==> src/design/ovp_pkg.sv <==
// Constants shared by the three-stage overvoltage block and its setting store.
// Assumes a single 250 MHz protection clock and voltages in units of 0.01 V secondary.
package ovp_pkg;

    // Register port widths, stage, group and parameter counts, and setting store address width.
    localparam int unsigned DW   = 16;
    localparam int unsigned AW   = 8;
    localparam int unsigned NST  = 3;
    localparam int unsigned NGRP = 4;
    localparam int unsigned NPAR = 4;
    localparam int unsigned MAW  = 6;

    // Parameter index inside one stage's setting block.
    localparam logic [1:0] PAR_START  = 2'h0;
    localparam logic [1:0] PAR_HYST   = 2'h1;
    localparam logic [1:0] PAR_OPDLY  = 2'h2;
    localparam logic [1:0] PAR_RELDLY = 2'h3;

    // Register word addresses; settings occupy words 0 to 11 of each 16-word group below SET_END.
    localparam logic [7:0] SET_END    = 8'h40;
    localparam logic [7:0] REG_CTRL   = 8'h40;
    localparam logic [7:0] REG_VNSEC  = 8'h41;
    localparam logic [7:0] REG_STATUS = 8'h42;

    // Control and status register fields, control and rated voltage reset values.
    localparam int unsigned CTRL_GRP_LSB  = 0;
    localparam int unsigned CTRL_EN_LSB   = 2;
    localparam int unsigned STAT_TRIP_LSB = 4;
    localparam logic [15:0] CTRL_RST      = 16'h001C;
    localparam logic [15:0] VNSEC_RST     = 16'h0064;

    // Setting reset values: start 110 %, hysteresis 3.0 %, operate 1.00 s, release 0.06 s.
    localparam logic [15:0] START_RST  = 16'h006E;
    localparam logic [15:0] HYST_RST   = 16'h001E;
    localparam logic [15:0] OPDLY_RST  = 16'h0064;
    localparam logic [15:0] RELDLY_RST = 16'h0006;

    // Setting ranges: percent of rated voltage, tenths of a percent, 10 ms ticks.
    localparam logic [15:0] START_MIN      = 16'h0032;
    localparam logic [15:0] START_MAX_LOW  = 16'h0096;
    localparam logic [15:0] START_MAX_HIGH = 16'h00A0;
    localparam logic [15:0] MEAS_LIMIT     = 16'h3E80;
    localparam logic [15:0] HYST_MIN       = 16'h0001;
    localparam logic [15:0] HYST_MAX       = 16'h00C8;
    localparam logic [15:0] HYST_FULL      = 16'h03E8;
    localparam logic [15:0] OP_MIN_LOW     = 16'h0008;
    localparam logic [15:0] OP_MIN_MID     = 16'h0006;
    localparam logic [15:0] OP_MIN_HIGH    = 16'h0004;
    localparam logic [15:0] REL_MIN        = 16'h0006;
    localparam logic [15:0] DLY_MAX        = 16'h7530;

    // Timer tick: 10 ms delay resolution derived from the 4 ns clock period.
    localparam int unsigned CLK_PERIOD_NS = 4;
    localparam int unsigned TICK_NS       = 10000000;
    localparam int unsigned TICK_CYCLES   = TICK_NS / CLK_PERIOD_NS;

endpackage : ovp_pkg

==> src/design/ovp_set_mem.sv <==
// Setting store: four groups of per-stage settings with reset defaults.
// Assumes one writer and two independent readers, each read registered.
`timescale 1ns/1ns
`default_nettype none

module ovp_set_mem (
    // Clock and reset.
    input  wire logic                        clk_sys_i,
    input  wire logic                        nrst_i,
    // Write port.
    input  wire logic                        we_i,
    input  wire logic [ovp_pkg::MAW-1:0]     waddr_i,
    input  wire logic [ovp_pkg::DW-1:0]      wdata_i,
    // Read ports, data one cycle after the address.
    input  wire logic [ovp_pkg::MAW-1:0]     raddr_a_i,
    output logic      [ovp_pkg::DW-1:0]      rdata_a_o,
    input  wire logic [ovp_pkg::MAW-1:0]     raddr_b_i,
    output logic      [ovp_pkg::DW-1:0]      rdata_b_o
);

    // Word address type, declared before the entry compare that casts to it.
    typedef logic [ovp_pkg::MAW-1:0] ovp_waddr_t;

    // Storage words, one flip-flop group per entry so each has a defined reset value.
    logic [ovp_pkg::DW-1:0] mem_reg [1 << ovp_pkg::MAW];

    // Each entry resets to the default of the parameter it holds.
    genvar e;
    generate
        for (e = 0; e < (1 << ovp_pkg::MAW); e++)
        begin : g_ent
            localparam logic [1:0] PIDX = 2'(e);
            localparam logic [15:0] RST = (PIDX == ovp_pkg::PAR_START) ? ovp_pkg::START_RST :
                                          (PIDX == ovp_pkg::PAR_HYST)  ? ovp_pkg::HYST_RST  :
                                          (PIDX == ovp_pkg::PAR_OPDLY) ? ovp_pkg::OPDLY_RST :
                                                                         ovp_pkg::RELDLY_RST;
            always_ff @(posedge clk_sys_i or negedge nrst_i)
            begin
                if (!nrst_i)
                    mem_reg[e] <= RST;
                else if (we_i && (waddr_i == ovp_waddr_t'(e)))
                    mem_reg[e] <= wdata_i;
            end
        end
    endgenerate

    // Registered reads; a read of a word written in the same cycle returns the old value.
    always_ff @(posedge clk_sys_i or negedge nrst_i)
    begin
        if (!nrst_i)
        begin
            rdata_a_o <= 16'h0000;
            rdata_b_o <= 16'h0000;
        end
        else
        begin
            rdata_a_o <= mem_reg[raddr_a_i];
            rdata_b_o <= mem_reg[raddr_b_i];
        end
    end

endmodule : ovp_set_mem

`default_nettype wire

==> src/design/ovp_top.sv <==
// Three-stage definite-time overvoltage protection with setting groups.
// Assumes line-to-line fundamental magnitudes in 0.01 V secondary, synchronous to clk_sys_i.
//
// Decided for this implementation: the register addresses and the address-and-strobe port.
`timescale 1ns/1ns
`default_nettype none

module ovp_top #(
    parameter int unsigned TICK_CYC = ovp_pkg::TICK_CYCLES
) (
    // Clock and reset.
    input  wire logic                    clk_sys_i,
    input  wire logic                    nrst_i,
    // Register port.
    input  wire logic [ovp_pkg::AW-1:0]  reg_addr_i,
    input  wire logic [ovp_pkg::DW-1:0]  reg_wdata_i,
    input  wire logic                    reg_wr_i,
    input  wire logic                    reg_rd_i,
    output logic      [ovp_pkg::DW-1:0]  reg_rdata_o,
    // Line-to-line voltage magnitudes from the measurement chain.
    input  wire logic [15:0]             ll_volt_12_i,
    input  wire logic [15:0]             ll_volt_23_i,
    input  wire logic [15:0]             ll_volt_31_i,
    // Stage flags to the trip logic.
    output logic      [ovp_pkg::NST-1:0] start_o,
    output logic      [ovp_pkg::NST-1:0] trip_o
);

    // Control and rated secondary voltage registers.
    logic [15:0] ctrl_reg;
    logic [15:0] vnsec_reg;
    logic [1:0]  grp;
    logic [2:0]  stage_en;

    // Read path bookkeeping.
    logic        rd_set_reg;
    logic [15:0] misc_q_reg;
    logic [15:0] mem_q_a;
    logic [15:0] mem_q_b;

    // Setting scanner state.
    logic [3:0]  scan_idx_reg;
    logic [3:0]  scan_idx_d_reg;
    logic        scan_vld_reg;

    // Working copy of the active group's settings per stage.
    logic [15:0] wk_start [ovp_pkg::NST];
    logic [15:0] wk_hyst  [ovp_pkg::NST];
    logic [15:0] wk_op    [ovp_pkg::NST];
    logic [15:0] wk_rel   [ovp_pkg::NST];

    // Timer tick divider.
    logic [31:0] div_reg;
    logic        tick;

    assign grp      = ctrl_reg[ovp_pkg::CTRL_GRP_LSB +: 2];
    assign stage_en = ctrl_reg[ovp_pkg::CTRL_EN_LSB +: 3];

    // Software writes to control and rated voltage; settings go to the store.
    always_ff @(posedge clk_sys_i or negedge nrst_i)
    begin
        if (!nrst_i)
        begin
            ctrl_reg  <= ovp_pkg::CTRL_RST;
            vnsec_reg <= ovp_pkg::VNSEC_RST;
        end
        else if (reg_wr_i)
        begin
            if (reg_addr_i == ovp_pkg::REG_CTRL)
                ctrl_reg <= reg_wdata_i & 16'h001F;
            else if (reg_addr_i == ovp_pkg::REG_VNSEC)
                vnsec_reg <= reg_wdata_i & 16'h00FF;
        end
    end

    // Register reads answer one cycle later; unmapped addresses from 0x43 up read zero, while spare words 12 to 15 of each group read the store.
    always_ff @(posedge clk_sys_i or negedge nrst_i)
    begin
        if (!nrst_i)
        begin
            rd_set_reg <= 1'b0;
            misc_q_reg <= 16'h0000;
        end
        else if (reg_rd_i)
        begin
            rd_set_reg <= (reg_addr_i < ovp_pkg::SET_END);
            if (reg_addr_i == ovp_pkg::REG_CTRL)
                misc_q_reg <= ctrl_reg;
            else if (reg_addr_i == ovp_pkg::REG_VNSEC)
                misc_q_reg <= vnsec_reg;
            else if (reg_addr_i == ovp_pkg::REG_STATUS)
                misc_q_reg <= 16'({trip_o, 1'b0, start_o});
            else
                misc_q_reg <= 16'h0000;
        end
        else
        begin
            rd_set_reg <= 1'b0;
            misc_q_reg <= 16'h0000;
        end
    end

    // Both sources are flip-flops, so the answer is registered data.
    assign reg_rdata_o = rd_set_reg ? mem_q_a : misc_q_reg;

    // Setting store: bus on port A, scanner on port B.
    ovp_set_mem u_set_mem (
        .clk_sys_i (clk_sys_i),
        .nrst_i    (nrst_i),
        .we_i      (reg_wr_i && (reg_addr_i < ovp_pkg::SET_END)),
        .waddr_i   (reg_addr_i[ovp_pkg::MAW-1:0]),
        .wdata_i   (reg_wdata_i),
        .raddr_a_i (reg_addr_i[ovp_pkg::MAW-1:0]),
        .rdata_a_o (mem_q_a),
        .raddr_b_i ({grp, scan_idx_reg}),
        .rdata_b_o (mem_q_b)
    );

    // The scanner walks the active group's twelve words forever, so a group change
    // or a setting write takes effect within fourteen cycles without any handshake.
    always_ff @(posedge clk_sys_i or negedge nrst_i)
    begin
        if (!nrst_i)
        begin
            scan_idx_reg   <= 4'h0;
            scan_idx_d_reg <= 4'h0;
            scan_vld_reg   <= 1'b0;
        end
        else
        begin
            scan_idx_reg   <= (scan_idx_reg == 4'hB) ? 4'h0 : scan_idx_reg + 4'h1;
            scan_idx_d_reg <= scan_idx_reg;
            scan_vld_reg   <= 1'b1;
        end
    end

    // Divider producing one tick every 10 ms for the delay timers.
    always_ff @(posedge clk_sys_i or negedge nrst_i)
    begin
        if (!nrst_i)
            div_reg <= 32'h0000_0000;
        else if (div_reg >= TICK_CYC - 1)
            div_reg <= 32'h0000_0000;
        else
            div_reg <= div_reg + 32'h0000_0001;
    end

    assign tick = (div_reg >= TICK_CYC - 1);

    // Each stage has its own settings, comparators and timers.
    genvar s;
    generate
        for (s = 0; s < ovp_pkg::NST; s++)
        begin : g_stg
            localparam logic [15:0] START_MAX = (s == 2) ? ovp_pkg::START_MAX_HIGH : ovp_pkg::START_MAX_LOW;
            localparam logic [15:0] OP_MIN    = (s == 0) ? ovp_pkg::OP_MIN_LOW :
                                                (s == 1) ? ovp_pkg::OP_MIN_MID : ovp_pkg::OP_MIN_HIGH;
            localparam bit          HAS_REL   = (s == 0);

            logic [15:0] start_eff;
            logic [15:0] hyst_eff;
            logic [15:0] op_eff;
            logic [15:0] rel_eff;
            logic [15:0] thr;
            logic [31:0] thr_rel;
            logic        over;
            logic        hold;
            logic        fault_reg;
            logic        start_reg;
            logic        trip_reg;
            logic [15:0] op_cnt_reg;
            logic [15:0] rel_cnt_reg;
            logic        rel_wait;

            // Load this stage's words as the scanner passes them.
            always_ff @(posedge clk_sys_i or negedge nrst_i)
            begin
                if (!nrst_i)
                begin
                    wk_start[s] <= ovp_pkg::START_RST;
                    wk_hyst[s]  <= ovp_pkg::HYST_RST;
                    wk_op[s]    <= ovp_pkg::OPDLY_RST;
                    wk_rel[s]   <= ovp_pkg::RELDLY_RST;
                end
                else if (scan_vld_reg && (scan_idx_d_reg[3:2] == 2'(s)))
                begin
                    case (scan_idx_d_reg[1:0])
                        ovp_pkg::PAR_START: wk_start[s] <= mem_q_b;
                        ovp_pkg::PAR_HYST:  wk_hyst[s]  <= mem_q_b;
                        ovp_pkg::PAR_OPDLY: wk_op[s]    <= mem_q_b;
                        default:            wk_rel[s]   <= mem_q_b;
                    endcase
                end
            end

            // Out-of-range settings are pulled to the nearest legal value.
            assign start_eff = (wk_start[s] < ovp_pkg::START_MIN) ? ovp_pkg::START_MIN :
                               (wk_start[s] > START_MAX) ? START_MAX : wk_start[s];
            assign hyst_eff  = (wk_hyst[s] < ovp_pkg::HYST_MIN) ? ovp_pkg::HYST_MIN :
                               (wk_hyst[s] > ovp_pkg::HYST_MAX) ? ovp_pkg::HYST_MAX : wk_hyst[s];
            assign op_eff    = (wk_op[s] < OP_MIN) ? OP_MIN :
                               (wk_op[s] > ovp_pkg::DLY_MAX) ? ovp_pkg::DLY_MAX : wk_op[s];
            assign rel_eff   = (wk_rel[s] < ovp_pkg::REL_MIN) ? ovp_pkg::REL_MIN :
                               (wk_rel[s] > ovp_pkg::DLY_MAX) ? ovp_pkg::DLY_MAX : wk_rel[s];

            // Percent times rated volts gives 0.01 V; the input range caps it at 160 V.
            always_comb
            begin
                logic [15:0] prod;
                prod = start_eff[7:0] * vnsec_reg[7:0];
                thr  = (prod > ovp_pkg::MEAS_LIMIT) ? ovp_pkg::MEAS_LIMIT : prod;
            end

            // Release point in thousandths: threshold times (1000 - hysteresis).
            assign thr_rel = thr * (ovp_pkg::HYST_FULL - hyst_eff);

            // Only line-to-line inputs exist, so earth-fault neutral shifts cannot start a stage.
            assign over = (ll_volt_12_i > thr) || (ll_volt_23_i > thr) || (ll_volt_31_i > thr);
            assign hold = ((ll_volt_12_i * 32'd1000) >= thr_rel) ||
                          ((ll_volt_23_i * 32'd1000) >= thr_rel) ||
                          ((ll_volt_31_i * 32'd1000) >= thr_rel);

            // Only the low stage waits out a release delay once the fault clears.
            assign rel_wait = HAS_REL && start_reg && !fault_reg && (rel_cnt_reg < rel_eff);

            // Fault detector with hysteresis.
            always_ff @(posedge clk_sys_i or negedge nrst_i)
            begin
                if (!nrst_i)
                    fault_reg <= 1'b0;
                else if (!stage_en[s])
                    fault_reg <= 1'b0;
                else
                    fault_reg <= over || (fault_reg && hold);
            end

            // Start, trip and delay timers of the fixed_delay_characteristic.
            always_ff @(posedge clk_sys_i or negedge nrst_i)
            begin
                if (!nrst_i)
                begin
                    start_reg   <= 1'b0;
                    trip_reg    <= 1'b0;
                    op_cnt_reg  <= 16'h0000;
                    rel_cnt_reg <= 16'h0000;
                end
                else if (!stage_en[s])
                begin
                    start_reg   <= 1'b0;
                    trip_reg    <= 1'b0;
                    op_cnt_reg  <= 16'h0000;
                    rel_cnt_reg <= 16'h0000;
                end
                else if (fault_reg)
                begin
                    // A fault returning during the low stage's release wait keeps the accumulated operate time.
                    start_reg   <= 1'b1;
                    rel_cnt_reg <= 16'h0000;
                    if (op_cnt_reg >= op_eff)
                        trip_reg <= 1'b1;
                    else if (tick)
                        op_cnt_reg <= op_cnt_reg + 16'h0001;
                end
                else if (rel_wait)
                begin
                    if (tick)
                        rel_cnt_reg <= rel_cnt_reg + 16'h0001;
                end
                else
                begin
                    start_reg   <= 1'b0;
                    trip_reg    <= 1'b0;
                    op_cnt_reg  <= 16'h0000;
                    rel_cnt_reg <= 16'h0000;
                end
            end

            assign start_o[s] = start_reg;
            assign trip_o[s]  = trip_reg;

            if (!HAS_REL)
            begin : g_norel

            end
        end
    endgenerate
endmodule : ovp_top

`default_nettype wire

==> config.mk <==
export PLATFORM = sky130hd
export DESIGN_NAME = ovp_top
export DESIGN_NICKNAME = d
export VERILOG_FILES = /design/src/design/ovp_pkg.sv /design/src/design/ovp_set_mem.sv /design/src/design/ovp_top.sv
export SDC_FILE = /design/constraint.sdc
export NUM_CORES = 2
export LEC_CHECK = 0
export BUFFER_PORTS_ARGS = -buffer_cell sky130_fd_sc_hd__buf_2
export CORE_MARGIN = 2
export CORE_UTILIZATION = 66
export CTS_CLUSTER_DIAMETER = 30
export DETAILED_ROUTE_END_ITERATION = 8
export PLACE_DENSITY = 0.85
export RECOVER_POWER = 25
export SYNTH_ARGS = -nofsm -noshare
export SYNTH_HDL_FRONTEND = slang
export SYNTH_SLANG_ARGS = --single-unit
==> constraint.sdc <==
create_clock -name clk_sys_i -period 16.8 [get_ports clk_sys_i]
set_input_delay 0.84 -clock clk_sys_i [delete_from_list [all_inputs] [get_ports clk_sys_i]]
set_output_delay 0.84 -clock clk_sys_i [all_outputs]
set_load 0.005 [all_outputs]
# [Yosys cells after proc, flatten, opt, wreduce, memory -nomap -nowiden]
# Index checks and enable logic that the tools add are counted.
[word_totals] ff_bits=1360 input_bits=76 output_inout_bits=22 elab_cells=432
[op_classes] add_sub_neg=9 multipliers=9 order_cmp=49 eq_ne=82 n_mux=73 bitwise_logic=4 reduce_logical=109
[op_table] op="$mux W16" n=42
[op_table] op="$ge A26 B32 Y1" n=9
[op_table] op="$bmux W16 S6" n=2
[op_table] op="$eq A6 B6 Y1 const B" n=32
[op_table] op="$gt A16 B16 Y1" n=9
[op_table] op="$eq A6 B5 Y1 const B" n=16
[op_table] op="$gt A16 B8 Y1 const B" n=6
[op_table] op="$mul A17 B17 Y32" n=3
[op_table] op="$logic_and A1 B1 Y1" n=73
[op_table] op="$mul A16 B7 Y23 const B" n=3
[op_table] op="$add A16 B1 Y16 const B" n=4
[op_table] op="$gt A16 B15 Y1 const B" n=4
[op_table] op="$sub A10 B16 Y17 const A" n=3
[op_table] op="$eq A6 B4 Y1 const B" n=8
[op_table] op="$ge A16 B16 Y1" n=3
[op_table] op="$gt A16 B14 Y1 const B" n=3
[op_table] op="$lt A16 B1 Y1 const B" n=3
[op_table] op="$lt A16 B3 Y1 const B" n=3
[op_table] op="$lt A16 B6 Y1 const B" n=3
[op_table] op="$mul A8 B8 Y16" n=3
[op_table] op="$mux W8" n=6
[op_table] op="$add A32 B1 Y32 const B" n=1
[op_table] op="$ge A32 B22 Y1 const B" n=1
[op_table] op="$mux W32" n=1
[op_table] op="27 further kinds" n=94

# [Depth between registers and ports, before layout]
[logic_depth] word_depth=13 mapped_depth=60

# [Cells and area by module]
# Synthesis repeated with hierarchy kept, for this count alone.
[unflattened] cells_unflattened=10302 hier_area_um2=117675.4
[modules_own_cells] mod="ovp_top" n_inst=1 cells_per_inst=6683 area_each_um2=62167.1 seq_area_each_um2=7462.2
[modules_own_cells] mod="ovp_set_mem" n_inst=1 cells_per_inst=3619 area_each_um2=55508.2 seq_area_each_um2=26705.6

# [Worst setup path after synthesis]
# No wires, ideal clock.
[synth_path] path_kind="reg-to-reg" start="register wk_start[2] (netlist bit)" end="register g_stg[2].fault_reg" arrival_time_ps=13286 path_slack_ps=3404 stages_incl_launch_ff=57 n_path_buf=2 synth_period_minus_slack_ps=13396 path_cell_list="dfstp_2 or3_1 o31ai_1 a21oi_1 a211oi_1 clkbuf_1 and2_1 nand2_1 fa_1 fa_1 inv_1 fa_1 inv_1 fa_1 inv_1 ha_1 o21ai_0 nand2b_1 [... 21 more ...] a2111oi_0 o21ai_0 a22oi_1 o311ai_0 a31o_2 a21oi_1 xor2_1 ha_1 nand3_1 nor3_1 nand3_1 or3_1 a21oi_1 a2111oi_0 o21ai_0 nor4_1 a311o_1 o41ai_1"
[synth_between] elab_chain_cells=13 elab_cells_between_ends=21
[synth_lines] element="start, declared" line_no="ovp_top.sv:47" rtl="logic [15:0] wk_start [ovp_pkg::NST];"
[synth_lines] element="start signal, assigned by index" line_no="ovp_top.sv:180" rtl="wk_start[s] <= ovp_pkg::START_RST;"
[synth_lines] element="start signal, assigned by index" line_no="ovp_top.sv:188" rtl="ovp_pkg::PAR_START: wk_start[s] <= mem_q_b;"
[synth_lines] element="$gt A16 B8 Y1" line_no="ovp_top.sv:198" rtl="(wk_start[s] > START_MAX) ? START_MAX : wk_start[s];"
[synth_lines] element="$mux W8" line_no="ovp_top.sv:198"
[synth_lines] element="$mux W8 *" line_no="ovp_top.sv:197" rtl="assign start_eff = (wk_start[s] < ovp_pkg::START_MIN) ? ovp_pkg::START_MIN :"
[synth_lines] element="$mul A8 B8 Y16 *" line_no="ovp_top.sv:210" rtl="prod = start_eff[7:0] * vnsec_reg[7:0];"
[synth_lines] element="$gt A16 B14 Y1" line_no="ovp_top.sv:211" rtl="thr = (prod > ovp_pkg::MEAS_LIMIT) ? ovp_pkg::MEAS_LIMIT : prod;"
[synth_lines] element="$mux W16 *" line_no="ovp_top.sv:211"
[synth_lines] element="$mul A17 B17 Y32" line_no="ovp_top.sv:215" rtl="assign thr_rel = thr * (ovp_pkg::HYST_FULL - hyst_eff);"
[synth_lines] element="$ge A26 B32 Y1 (on tied branches)" line_no="ovp_top.sv:219, ovp_top.sv:220"
[synth_lines] element="$logic_or A1 B1 Y1" line_no="ovp_top.sv:219" rtl="assign hold = ((ll_volt_12_i * 32'd1000) >= thr_rel) ||"
[synth_lines] element="$logic_or A1 B1 Y1" line_no="ovp_top.sv:220" rtl="((ll_volt_23_i * 32'd1000) >= thr_rel) ||"
[synth_lines] element="$logic_and A1 B1 Y1" line_no="ovp_top.sv:234" rtl="fault_reg <= over || (fault_reg && hold);"
[synth_lines] element="$logic_or A1 B1 Y1 *" line_no="ovp_top.sv:234"
[synth_lines] element="$mux W1 *" line_no="ovp_top.sv:231" rtl="else if (!stage_en[s])"
[synth_lines] element="end signal, assigned" line_no="ovp_top.sv:234"
[synth_lines] element="end, declared" line_no="ovp_top.sv:168" rtl="logic fault_reg;"
# Mark *: on every way between the ends. The rest lies on a longest branch, timed or not.
# A chain may end at the register's enable or synchronous reset.

# [Final worst setup path]
[layout_path] start="register wk_start[11] (netlist bit)" end="register g_stg[2].fault_reg"
# The elaborated chain is that of the path after synthesis.

==> impl_results.md <==
- Outcome: finished, violations left
- Failing checks: max-capacitance violations, max-slew violations
- Yosys cell types: about 100
- Endpoint class of the critical path: flop
- Worst skew pair latency: about 0.95 ns
- Worst slew margin: -4.53
- Seq cells post-synth: around 1400
- Max Cap Viol: 16
- Async set or reset register ratio after synthesis: 1.00
- Largest net degree at the start of global routing: 172
- Vias in the first global route: approximately 95000
- Synth warn: 0
- Die width: about 420 um
- IO Port Bufs: slightly below 100
- Slowest stage cell, crit path: nor2_1
- Final instance area: about 0.13 mm^2
- Post-DP HPWL: 230 mm
- Cells after Synth: approximately 10000
- Seq/Total Area, Yosys: 0.292
- Fmax: about 0.063 GHz
- CP bufs+invs: 6
- Slew at the pin with the worst max-slew slack: between 8 and 9 ns
- Kind of cell adding the most delay to the critical path: adder cells
- Layout cells sized above 1: 0.277
- TritonCTS Buffers: 286
- Fin. Hold Viols: 0
- Starting DRC count in detailed routing: ~10000
- GRT Total Usage: 0.421
- Mapped Area: 0.117 mm^2
- Drt first pass iters: 7
- DIE AREA: about 0.18 mm^2
- Skew final: about 0.11 ns
- Grt total ovfl: 0
- Row count: about 150
- Vias: roughly 88000
- CTS root buffer: clkbuf_16
- Placed standard-cell area: around 0.12 mm^2
- Die span in y: roughly 420 um
- Top post-synthesis cells by area: dfrtp_1 (23%), fa_1 (15%), mux4_2 (13%)
- Top cell type by total area after synthesis: dfrtp_1
- CP Max Fanout: 15
- Fin. max-slew vios: 862
- Post-layout util: 0.743
- Clock transition at path regs: around 0.050 ns
- H-tree Lvls: 5
- CP max stage delay: roughly 0.8 ns
- CP Class: reg2reg
- Ports: a little under 100
- Clock period minus worst slack: between 15 and 20 ns
- First-pass GRT wire length: ~570 mm
- Critical Path AT: approximately 17 ns
- Most used cell, CP: fa_1
- Clock sink count: approximately 1400
- Initial Utilization: 0.664
- DR WL/cell: approximately 29 um
- Nets: ~12000
- Postcts setup bufs: 0
- Setup TNS: 0 ns
- Fin crit share: 0.947
- Drt via density: 6.86
- CTS tree: done
- CTS max path bufs: 4
- Startpoint Class: flop
- Core area: roughly 0.18 mm^2
- Final WL: 373 mm
- Synth Flop Type: dfrtp_1
- Post-synth top area share: 0.232
- Max reg flops: 1024
- Area grow syn2layout: 11.8%
- Initial antenna violation count: 36
- DR DRC count: 0
- Final setup vio count: 0
- Syn_area_per_cell: between 10 and 15 um^2
- Hold WC Path Type: in2reg
- Final ANT Viol Nets: 0
- Number of synthesized flops with an enable pin: 0
- Gpl congestion: 0.988
- WP data required: between 15 and 20 ns
==> placed cells by master (no fill, tap or decap), drive strengths merged, types with 47 or more instances in the layout <==
cell type  instances
o21ai            195
and2             101
xnor2            143
nand4             84
a21o             149
ha              1023
dfstp            268
nand3            109
inv             1216
nor3              96
or2               48
nand2            297
nor2             603
fa               897
clkinv            57
clkbuf           396
nor4              47
xor2              87
a21oi            240
dfrtp           1084
nor2b            135
mux4             672
mux2            1202
and3              83
nand2b            73
buf              197
conb             429
==> layout make-up <==
cell class	instances	area [um^2]
Multi-Input combinational cell	7165	78200
Fill cell	10152	45300
Sequential cell	1352	34200
Clock buffer	372	7970
Inverter	1198	4500
Tap cell	2340	2930
Clock inverter	126	1530
Timing Repair Buffer	222	1440
Antenna cell	26	65.1
==> per-layer routing <==
metal | routed length [um] | vias up | global-route usage
met5 | 254 | - | 0.00767
met4 | 36900 | 26 | 0.343
met3 | 42200 | 2339 | 0.136
met2 | 171000 | 6464 | 0.647
met1 | 123000 | 44000 | 0.485
li1 | - | 35003 | -
==> cells by family (layout without fill, tap and decap cells) <==
family | after synthesis | count (layout) | share of synthesized area
AO/OA/AOI/OAI | 904 | 904 | 0.0509
XOR/XNOR | 230 | 230 | 0.0172
AND/OR/NAND/NOR | 1794 | 1794 | 0.0763
multiplexers | 1884 | 1884 | 0.246
buffers and inverters | 1676 | 1918 | 0.0542
other | 2 | 455 | 0.0000642
flip-flops | 1352 | 1352 | 0.292
adder cells (fa/ha/maj) | 1924 | 1924 | 0.263
==> cell usage after synthesis (all sizes together), types with 149 or more instances <==
library cell / instances
mux2: 1202
a21oi: 240
a21o: 149
dfrtp: 1084
clkbuf: 377
ha: 1023
o21ai: 195
dfstp: 268
inv: 1197
fa: 897
nand2: 297
mux4: 672
nor2: 603
==> what timing repair did <==
action	CTS	global route
hold buffers	1	0
setup endpoints to repair	0	1
endpoints found under the hold margin	32	0
resized for setup	0	2
==> worst reg2reg max path, delay by kind of cell (launching register included) <==
kind / cells / cell delay, ns
buffers and inverters: 6 / 0.29
AND/OR/NAND/NOR: 14 / 4.10
AO/OA/AOI/OAI: 17 / 4.69
flip-flops: 1 / 0.37
adder cells (fa/ha/maj): 13 / 5.73
XOR/XNOR: 2 / 0.57
==> path summary, 6_finish.rpt <==
kind                                           to  cells past startpoint  slack (ns)          start
min                                    rd_set_reg                      2        0.17  reg_addr_i[7]
max in group asynchronous  u_set_mem.mem_reg[683]                      5        5.43         nrst_i
min reg2reg                            div_reg[0]                      1        0.50     div_reg[0]
max                            g_stg[2].fault_reg                     52        0.88   wk_start[11]
min in group asynchronous              div_reg[8]                      2        3.62         nrst_i
max reg2reg                    g_stg[2].fault_reg                     52        0.88   wk_start[11]
==> through the flow <==
step	hold WS, ns	cells	setup WS [ns]
after floorplan	0.352	10193	3.40
after global placement	0.481	12275	1.58
after detailed placement	0.496	12275	1.06
after CTS	0.153	12774	0.889
after global routing	0.147	12780	-0.0198
final	0.169	12801	0.885
Power is not shown: default switching activity piles up to over one toggle a cycle in this logic, so the estimate is an artifact.
